### src/ccp_cfg.svh
// Register offsets, field positions, reset values and counts for the CCP block
`ifndef CCP_CFG_SVH
`define CCP_CFG_SVH

`define CCP_OFF_MODE       12'h000
`define CCP_OFF_DUTY_UP    12'h004
`define CCP_OFF_DUTY_BUF   12'h008
`define CCP_OFF_PERIOD     12'h00c
`define CCP_OFF_TIMER      12'h010
`define CCP_OFF_CAPTURE    12'h014
`define CCP_OFF_COMPARE    12'h018
`define CCP_OFF_STATUS     12'h01c
`define CCP_OFF_ADC_EN     12'h020

`define CCP_MODE_LSB       0
`define CCP_MODE_MSB       3
`define CCP_DLOW_LSB       4
`define CCP_DLOW_MSB       5
`define CCP_CTRL_WMASK     8'h3f

`define CCP_RST_CTRL       8'h00
`define CCP_RST_BYTE       8'h00
`define CCP_RST_PERIOD     8'hff
`define CCP_RST_WORD16     16'h0000

`define CCP_PRESC_4        4'h3
`define CCP_PRESC_16       4'hf

`endif

### src/ccp_pkg.sv
// Types shared by the CCP block
package ccp_pkg;

	typedef enum logic [3:0]
	{
		CCP_M_OFF      = 4'b0000,
		CCP_M_RSV1     = 4'b0001,
		CCP_M_TOGGLE   = 4'b0010,
		CCP_M_RSV3     = 4'b0011,
		CCP_M_CAP_FALL = 4'b0100,
		CCP_M_CAP_R1   = 4'b0101,
		CCP_M_CAP_R4   = 4'b0110,
		CCP_M_CAP_R16  = 4'b0111,
		CCP_M_CMP_SET  = 4'b1000,
		CCP_M_CMP_CLR  = 4'b1001,
		CCP_M_CMP_SWI  = 4'b1010,
		CCP_M_CMP_ADC  = 4'b1011
	} ccp_mode_e;

	typedef struct packed
	{
		logic        psel;
		logic        penable;
		logic        pwrite;
		logic [11:0] paddr;
		logic [31:0] pwdata;
	} ccp_apb_req_s;

	typedef struct packed
	{
		logic        pready;
		logic [31:0] prdata;
		logic        pslverr;
	} ccp_apb_rsp_s;

	typedef struct packed
	{
		logic        pin_out;
		logic        pin_oe;
		logic        adc_start;
	} ccp_pin_s;

	typedef struct packed
	{
		logic [7:0]   mode_control_register;
		logic [7:0]   duty_upper_register;
		logic [7:0]   duty_buffer_register;
		logic [1:0]   duty_low_latch;
		logic [7:0]   period_limit_register;
		logic [7:0]   period_timer_count;
		logic [1:0]   sub_count;
		logic [15:0]  free_timer;
		logic [15:0]  capture_value;
		logic [15:0]  compare_value;
		logic         module_event_flag;
		logic         adc_enable;
		logic         out_latch;
		logic [3:0]   presc_count;
		logic [2:0]   in_sync;
		logic         in_stable;
		ccp_apb_rsp_s rsp;
		ccp_pin_s     pin;
	} ccp_state_s;

endpackage

### src/ccp_mode_control_pwm.sv
// Capture/compare/PWM block with APB register access
`timescale 1ns/1ps
`include "ccp_cfg.svh"

module ccp_mode_control_pwm
(
	input  wire logic                  i_clk,
	input  wire logic                  i_resetn,
	input  wire ccp_pkg::ccp_apb_req_s i_apb,
	output ccp_pkg::ccp_apb_rsp_s      o_apb,
	input  wire logic                  i_module_io_pin,
	output logic                       o_module_io_pin,
	output logic                       o_module_io_pin_oe,
	output logic                       o_adc_start
);
	import ccp_pkg::*;

	ccp_state_s state_reg;
	ccp_state_s state_next;

	// ------------------------------------------------------------------
	// Helpers
	// ------------------------------------------------------------------
	function automatic logic [31:0] zext8(input logic [7:0] v);
		zext8 = {24'h000000, v};
	endfunction

	function automatic logic [31:0] zext16(input logic [15:0] v);
		zext16 = {16'h0000, v};
	endfunction

	function automatic logic is_pwm(input logic [3:0] m);
		is_pwm = (m[3:2] == 2'b11);
	endfunction

	// ------------------------------------------------------------------
	// Next-state logic
	// ------------------------------------------------------------------
	always_comb
	begin
		logic [3:0]  mode;
		logic        wr;
		logic        rd;
		logic        rise;
		logic        fall;
		logic        cmp_hit;
		logic        cap_hit;
		logic        cap_on;
		logic        cmp_on;
		logic [9:0]  duty_now;
		logic [9:0]  duty_buf;
		logic [9:0]  time_base;
		logic [9:0]  tb_inc;
		logic        period_end;
		logic [31:0] rdata;
		mode       = state_reg.mode_control_register[`CCP_MODE_MSB:`CCP_MODE_LSB];
		wr         = 1'b0;
		rd         = 1'b0;
		rise       = 1'b0;
		fall       = 1'b0;
		cmp_hit    = 1'b0;
		cap_hit    = 1'b0;
		cap_on     = 1'b0;
		cmp_on     = 1'b0;
		duty_now   = 10'h000;
		duty_buf   = 10'h000;
		time_base  = 10'h000;
		tb_inc     = 10'h000;
		period_end = 1'b0;
		rdata      = 32'h00000000;
		state_next = state_reg;

		// ------------------------------------------------------------------
		// Pin input
		// ------------------------------------------------------------------
		// Pin input: three stages, a change counts when stages 2 and 3 agree
		state_next.in_sync = {state_reg.in_sync[1:0], i_module_io_pin};
		if (state_reg.in_sync[2] == state_reg.in_sync[1])
		begin
			state_next.in_stable = state_reg.in_sync[2];
			rise = state_reg.in_sync[2] & ~state_reg.in_stable;
			fall = ~state_reg.in_sync[2] & state_reg.in_stable;
		end

		// Free-running 16-bit timer used for capture and compare
		state_next.free_timer = state_reg.free_timer + 16'h0001;
		state_next.pin.adc_start = 1'b0;

		// ------------------------------------------------------------------
		// Mode decode
		// ------------------------------------------------------------------
		cap_on = (mode[3:2] == 2'b01);
		cmp_on = (mode[3:2] == 2'b10) || (mode == CCP_M_TOGGLE);
		cmp_hit = cmp_on && (state_reg.free_timer == state_reg.compare_value);

		// ------------------------------------------------------------------
		// PWM time base
		// ------------------------------------------------------------------
		// 10-bit time base runs at the system clock rate, so PWM frequency
		// scales with the clock directly
		duty_now  = {state_reg.duty_upper_register,
			state_reg.mode_control_register[`CCP_DLOW_MSB:`CCP_DLOW_LSB]};
		duty_buf  = {state_reg.duty_buffer_register, state_reg.duty_low_latch};
		time_base = {state_reg.period_timer_count, state_reg.sub_count};
		// Match one step ahead: the pin is a register, so it reads low
		// in the very cycle in which the time base equals the duty
		tb_inc    = time_base + 10'h001;
		period_end = (state_reg.period_timer_count
			== state_reg.period_limit_register) && (state_reg.sub_count == 2'b11);

		if (is_pwm(mode))
		begin
			state_next.pin.pin_oe = 1'b1;
			state_next.sub_count  = state_reg.sub_count + 2'b01;
			if (period_end)
			begin
				// Period rollover reloads the double buffer
				state_next.period_timer_count   = 8'h00;
				state_next.duty_buffer_register = duty_now[9:2];
				state_next.duty_low_latch       = duty_now[1:0];
				state_next.out_latch            = (duty_now != 10'h000);
			end
			else
			begin
				if (state_reg.sub_count == 2'b11)
					state_next.period_timer_count = state_reg.period_timer_count + 8'h01;
				if (tb_inc == duty_buf)
					state_next.out_latch = 1'b0;
			end
		end
		else if (cap_on || cmp_on)
		begin
			state_next.pin.pin_oe = cmp_on && (mode != CCP_M_CMP_SWI);
			state_next.sub_count = 2'b00;
			state_next.period_timer_count = 8'h00;
			case (mode)
				CCP_M_CAP_FALL: cap_hit = fall;
				CCP_M_CAP_R1:   cap_hit = rise;
				CCP_M_CAP_R4:
				begin
					if (rise)
						state_next.presc_count = state_reg.presc_count + 4'h1;
					cap_hit = rise
						&& ((state_reg.presc_count & 4'h3) == `CCP_PRESC_4);
				end
				CCP_M_CAP_R16:
				begin
					if (rise)
						state_next.presc_count = state_reg.presc_count + 4'h1;
					cap_hit = rise && (state_reg.presc_count == `CCP_PRESC_16);
				end
				CCP_M_CMP_SET:
					if (cmp_hit) state_next.out_latch = 1'b1;
				CCP_M_CMP_CLR:
					if (cmp_hit) state_next.out_latch = 1'b0;
				CCP_M_TOGGLE:
					if (cmp_hit) state_next.out_latch = ~state_reg.out_latch;
				CCP_M_CMP_ADC:
					if (cmp_hit && state_reg.adc_enable)
						state_next.pin.adc_start = 1'b1;
				default: ; // CCP_M_CMP_SWI only flags
			endcase
			if (cap_hit)
			begin
				state_next.capture_value     = state_reg.free_timer;
				state_next.module_event_flag = 1'b1;
			end
			if (cmp_hit && (mode != CCP_M_TOGGLE))
				state_next.module_event_flag = 1'b1;
		end
		else
		begin
			// Off and reserved codes release the pin and clear the output latch, prescaler and time base
			state_next.pin.pin_oe         = 1'b0;
			state_next.out_latch          = 1'b0;
			state_next.presc_count        = 4'h0;
			state_next.sub_count          = 2'b00;
			state_next.period_timer_count = 8'h00;
		end
		if (mode == CCP_M_TOGGLE && cmp_hit)
			state_next.module_event_flag = 1'b1;
		state_next.pin.pin_out = state_next.out_latch;

		// ------------------------------------------------------------------
		// APB slave: zero-wait, answers in the access cycle
		// ------------------------------------------------------------------
		wr = i_apb.psel && i_apb.penable && i_apb.pwrite;
		rd = i_apb.psel && !i_apb.pwrite;
		state_next.rsp.pready  = i_apb.psel && !i_apb.penable;
		state_next.rsp.pslverr = 1'b0;
		case (i_apb.paddr)
			`CCP_OFF_MODE:     rdata = zext8(state_reg.mode_control_register);
			`CCP_OFF_DUTY_UP:  rdata = zext8(state_reg.duty_upper_register);
			`CCP_OFF_DUTY_BUF: rdata = zext8(state_reg.duty_buffer_register);
			`CCP_OFF_PERIOD:   rdata = zext8(state_reg.period_limit_register);
			`CCP_OFF_TIMER:    rdata = zext8(state_reg.period_timer_count);
			`CCP_OFF_CAPTURE:  rdata = zext16(state_reg.capture_value);
			`CCP_OFF_COMPARE:  rdata = zext16(state_reg.compare_value);
			`CCP_OFF_STATUS:   rdata = {31'h00000000, state_reg.module_event_flag};
			`CCP_OFF_ADC_EN:   rdata = {31'h00000000, state_reg.adc_enable};
			default:
			begin
				rdata = 32'h00000000;
				state_next.rsp.pslverr = i_apb.psel && !i_apb.penable;
			end
		endcase
		if (rd && !i_apb.penable)
			state_next.rsp.prdata = rdata;
		else if (!i_apb.psel)
			state_next.rsp.prdata = 32'h00000000;

		// ------------------------------------------------------------------
		// Register writes
		// ------------------------------------------------------------------
		// Writes happen in the access cycle, when pready stands high
		if (wr && state_reg.rsp.pready)
		begin
			case (i_apb.paddr)
				`CCP_OFF_MODE:
					state_next.mode_control_register =
						i_apb.pwdata[7:0] & `CCP_CTRL_WMASK;
				`CCP_OFF_DUTY_UP:
					state_next.duty_upper_register = i_apb.pwdata[7:0];
				`CCP_OFF_DUTY_BUF:
					// Buffer is read-only while PWM runs
					if (!is_pwm(mode))
						state_next.duty_buffer_register = i_apb.pwdata[7:0];
				`CCP_OFF_PERIOD:
					state_next.period_limit_register = i_apb.pwdata[7:0];
				`CCP_OFF_TIMER:
					state_next.period_timer_count = i_apb.pwdata[7:0];
				`CCP_OFF_CAPTURE:
					state_next.capture_value = i_apb.pwdata[15:0];
				`CCP_OFF_COMPARE:
					state_next.compare_value = i_apb.pwdata[15:0];
				`CCP_OFF_STATUS:
					// A hardware set in the same cycle wins over the clear
					if (i_apb.pwdata[0] && !(cmp_hit || cap_hit))
						state_next.module_event_flag = 1'b0;
				`CCP_OFF_ADC_EN:
					state_next.adc_enable = i_apb.pwdata[0];
				default: ;
			endcase
		end
	end

	// ------------------------------------------------------------------
	// State register
	// ------------------------------------------------------------------
	always_ff @(posedge i_clk or negedge i_resetn)
	begin
		if (!i_resetn)
		begin
			// Everything to defaults, pin undriven
			state_reg <= '{
				mode_control_register: `CCP_RST_CTRL,
				duty_upper_register:   `CCP_RST_BYTE,
				duty_buffer_register:  `CCP_RST_BYTE,
				duty_low_latch:        2'b00,
				period_limit_register: `CCP_RST_PERIOD,
				period_timer_count:    `CCP_RST_BYTE,
				sub_count:             2'b00,
				free_timer:            `CCP_RST_WORD16,
				capture_value:         `CCP_RST_WORD16,
				compare_value:         `CCP_RST_WORD16,
				module_event_flag:     1'b0,
				adc_enable:            1'b0,
				out_latch:             1'b0,
				presc_count:           4'h0,
				in_sync:               3'b000,
				in_stable:             1'b0,
				rsp:                   '{1'b0, 32'h00000000, 1'b0},
				pin:                   '{1'b0, 1'b0, 1'b0}
			};
		end
		else
		begin
			state_reg <= state_next;
		end
	end

	assign o_apb              = state_reg.rsp;
	assign o_module_io_pin    = state_reg.pin.pin_out;
	assign o_module_io_pin_oe = state_reg.pin.pin_oe;
	assign o_adc_start        = state_reg.pin.adc_start;

endmodule // ccp_mode_control_pwm

### config.mk
export PLATFORM = sky130hd
export DESIGN_NAME = ccp_mode_control_pwm
export DESIGN_NICKNAME = d
export VERILOG_FILES = /design/src/ccp_pkg.sv /design/src/ccp_mode_control_pwm.sv
export VERILOG_INCLUDE_DIRS = /design/src
export SDC_FILE = /design/constraint.sdc
export NUM_CORES = 1
export LEC_CHECK = 0
export BUFFER_PORTS_ARGS = -buffer_cell sky130_fd_sc_hd__buf_2
export CAP_MARGIN = 20
export CORE_MARGIN = 2
export CORE_UTILIZATION = 63
export CTS_CLUSTER_SIZE = 30
export DETAILED_ROUTE_END_ITERATION = 7
export PLACE_DENSITY = 0.91
export RECOVER_POWER = 25
export SYNTH_ARGS = -nofsm -noshare
export SYNTH_HDL_FRONTEND = slang
export SYNTH_SLANG_ARGS = --single-unit
export TNS_END_PERCENT = 100
### constraint.sdc
create_clock -name i_clk -period 4.25 [get_ports i_clk]
set_input_delay 0.2125 -clock i_clk [delete_from_list [all_inputs] [get_ports i_clk]]
set_output_delay 0.2125 -clock i_clk [all_outputs]
set_load 0.01 [all_outputs]
==> impl_metrics.py <==
metrics = {
    "place": {
        "gp_congestion": 0.9330,
        "dp_hpwl_mm": 10.88,
        "io_buffer_count": 54,
        "dp_cells": 752,
        "dp_slack_ps": 1709,
    },
    "clock_tree": {
        "cts_max_level": 4,
        "ctsRootBufferMaster": "clkbuf_8",
        "clock_latency_ps": 540,
        "cts_sinks": 121,
        "cts_setup_buffers": 0,
        "ctsLongestPathBuffers": 2,
        "clk_pin_slew_ps": 60,
        "cts_tree": "yes",
        "numCtsBuffers": 17,
    },
    "floorplan": {
        "rows": 37,
        "die_w_um": 107.0,
        "start_util": 0.6471,
        "ioPinCount": 87,
        "die_area_um2": 11440,
        "die_h_um": 107.0,
        "core_um2": 10320,
    },
    "run_status": {
        "status": "finished, violations left",
        "violations": "capacitance limit, slew limit",
    },
    "synthesis": {
        "syn_avg_cell_area_um2": 11.02,
        "synth_edf_count": 0,
        "syn_inst": 606,
        "synth_warnings": 0,
        "synth_most_common_cell": "dfrtp_1",
        "synth-seq-cells": 121,
        "netlist_area_um2": 6680,
        "synth_top_area_cell": "dfrtp_1",
        "yosys-top-cells-area": "dfrtp_1 (42%), mux2_2 (5.7%), mux2i_1 (4.5%), buf_4 (4.0%), xnor2_1 (3.7%)",
        "yosysUniqueCellTypes": 68,
        "synth_flop_cell": "dfrtp_1",
        "async_reset_ff_frac": 1.000,
        "ys_seq_area_frac": 0.4548,
        "synth_common_cells": "dfrtp_1 (113), nand2_1 (52), nor2_1 (40)",
        "synth_top_area_share": 0.4233,
    },
    "routing": {
        "wl_met3_mm": 2.444,
        "drt-met1-wl_mm": 7.141,
        "drt-initial-drc-count": 1006,
        "highest_layer": "met5",
        "drc": 0,
        "viasPerCell": 7.030,
        "dr.pass1.iters": 6,
        "drt-total-wl_mm": 20.37,
        "wl_per_cell_um": 25.40,
        "wl_met2_mm": 9.070,
        "dr_total_vias": 5638,
        "ant_nets": 0,
    },
    "sta": {
        "finalHoldViolations": 0,
        "finalSetupViolCount": 0,
        "setup_ws_ps": 1349,
        "period_needed_ps": 2901,
        "fmax_mhz": 344.7,
        "fin_crit_sh": 0.6826,
        "slew_violations": 77,
        "finalSetupTns_ps": 0,
        "skew_ps": 9.055,
        "rsz0062_at_grt": "false",
        "relSlewSlack": -0.2533,
        "hold_ws_ps": 20.93,
        "tightest_slew_ps": 1880,
    },
    "layout": {
        "area_growth_pct": 13.05,
        "finalNonFillerCells": 802,
        "fill_cells": 552,
        "n_antenna_cell": 0,
        "final_layout_size_suffix_gt1_frac": 0.2477,
        "largest_reg_flops": 98,
        "fin_nets": 707,
    },
    "worst_setup_path": {
        "endpoint_kind": "flop",
        "start_kind": "flop",
        "cp.required_ps": 4710,
        "path_class": "flop to flop",
        "crit_fanout": 7,
        "cp.arrival_ps": 3360,
    },
    "global_route": {
        "grt-ovfl-total": 0,
        "groute.usage.overall": 0.3645,
        "antenna_found_initial": 1,
        "grt_pass1_wl_mm": 31.15,
        "grt_pass1_vias": 5512,
        "grt_max_degree": 88,
    },
    "power": {
        "cellLeakagePower_nw": 3.548,
        "ir_worst_vdd_v": 0.0003624,
        "p_per_area_nw_per_um2": 368.9,
        "power_mw": 2.786,
    },
    "worst_hold_path": {
        "holdCritPathClass": "input pin to flop",
    },
    "job": {
        "drv_cap": 1,
    },
}
placed cells by master (no fill, tap or decap), types with 5 or more instances in the layout:
cell           instances
buf_2                 52
inv_1                  6
mux2_4                10
nand2_1               52
dlygate4sd3_1         16
xor2_1                27
nor2_1                40
mux2i_1               30
o21ai_1               15
dfstp_2                8
xnor2_1               28
nand2b_1               5
a21oi_1               25
nand3_1               13
nor3_1                 6
o21ai_0               11
clkbuf_16             16
nand4_1                7
mux2_2                34
dfrtp_1              113
conb_1                16
nor4_1                 7
and3_1                 9
o31ai_1                9
a22oi_1               17
nor4_4                 5
timing repair:
action                     in CTS  in global routing
setup endpoints to repair       0                  0
hold buffers                   16                  0
hold endpoints to repair      105                  0
resized for setup               0                  0
stage by stage:
stage / cell area [µm²] / utilization
floorplan: 6736 / -
global placement: 6745 / 0.6534
detailed placement: 6756 / 0.6545
CTS: 7525 / 0.7289
global route: 7552 / 0.7315
finish: 7552 / 0.7315
critical path, stage by stage, from the launching register on:
cell and delay, ps:
dfrtp_1 510, ha_1 420, nand4_2 250, xnor3_1 250
a2111oi_0 700, a31oi_1 210, a211oi_2 290, mux2i_1 210
final timing paths:
check	start	to	slack, ps	depth (start not counted)
setup / recovery	state_reg[96]	o_module_io_pin	1350	7
hold / removal	i_apb[5]	state_reg[121]	20	3
setup reg to reg	state_reg[96]	o_module_io_pin	1350	7
hold reg to reg	state_next[39]	state_next[40]	390	0
max in group asynchronous	i_resetn	state_reg[106]	1480	4
min in group asynchronous	i_resetn	state_reg[58]	220	2
cell families (layout without fill, tap and decap cells):
group                      count (synthesis)  after routing  share of synthesized area
and+or+nand+nor                          170            170                     0.1467
xor gates and xnor gates                  57             57                    0.07885
AOI/OAI and AO/OA                        108            108                     0.1081
adders and majority gates                  5              5                   0.008991
DFF                                      121            121                     0.4548
buffers and inverters                     68            113                    0.07061
muxes                                     76             76                     0.1315
other                                      1             16                  0.0005614
power breakdown:
group / switching, mW / internal [mW]
registers: 0.00299 / 1.16
logic: 0.0786 / 0.0337
clock network: 0.548 / 0.966
routing by layer:
metal,vias to the layer above,GRT usage
met3,186,0.1204
met2,586,0.5601
met4,2,0.2143
li1,2209,-
met1,2655,0.4500
met5,-,0
cell type report:
| cell class | count | area, µm² | share of cell area |
|---|---|---|---|
| multi-input combinational | 432 | 3227 | 0.4273 |
| sequential | 121 | 3038 | 0.4023 |
| timing repair buffer | 75 | 486.7 | 0.06445 |
| clock buffer | 20 | 435.4 | 0.05765 |
| clock inverter | 12 | 172.7 | 0.02286 |
| tap | 136 | 170.2 | 0.02253 |
| inverter | 6 | 22.52 | 0.002982 |
Power figures use the tool's default switching activity.
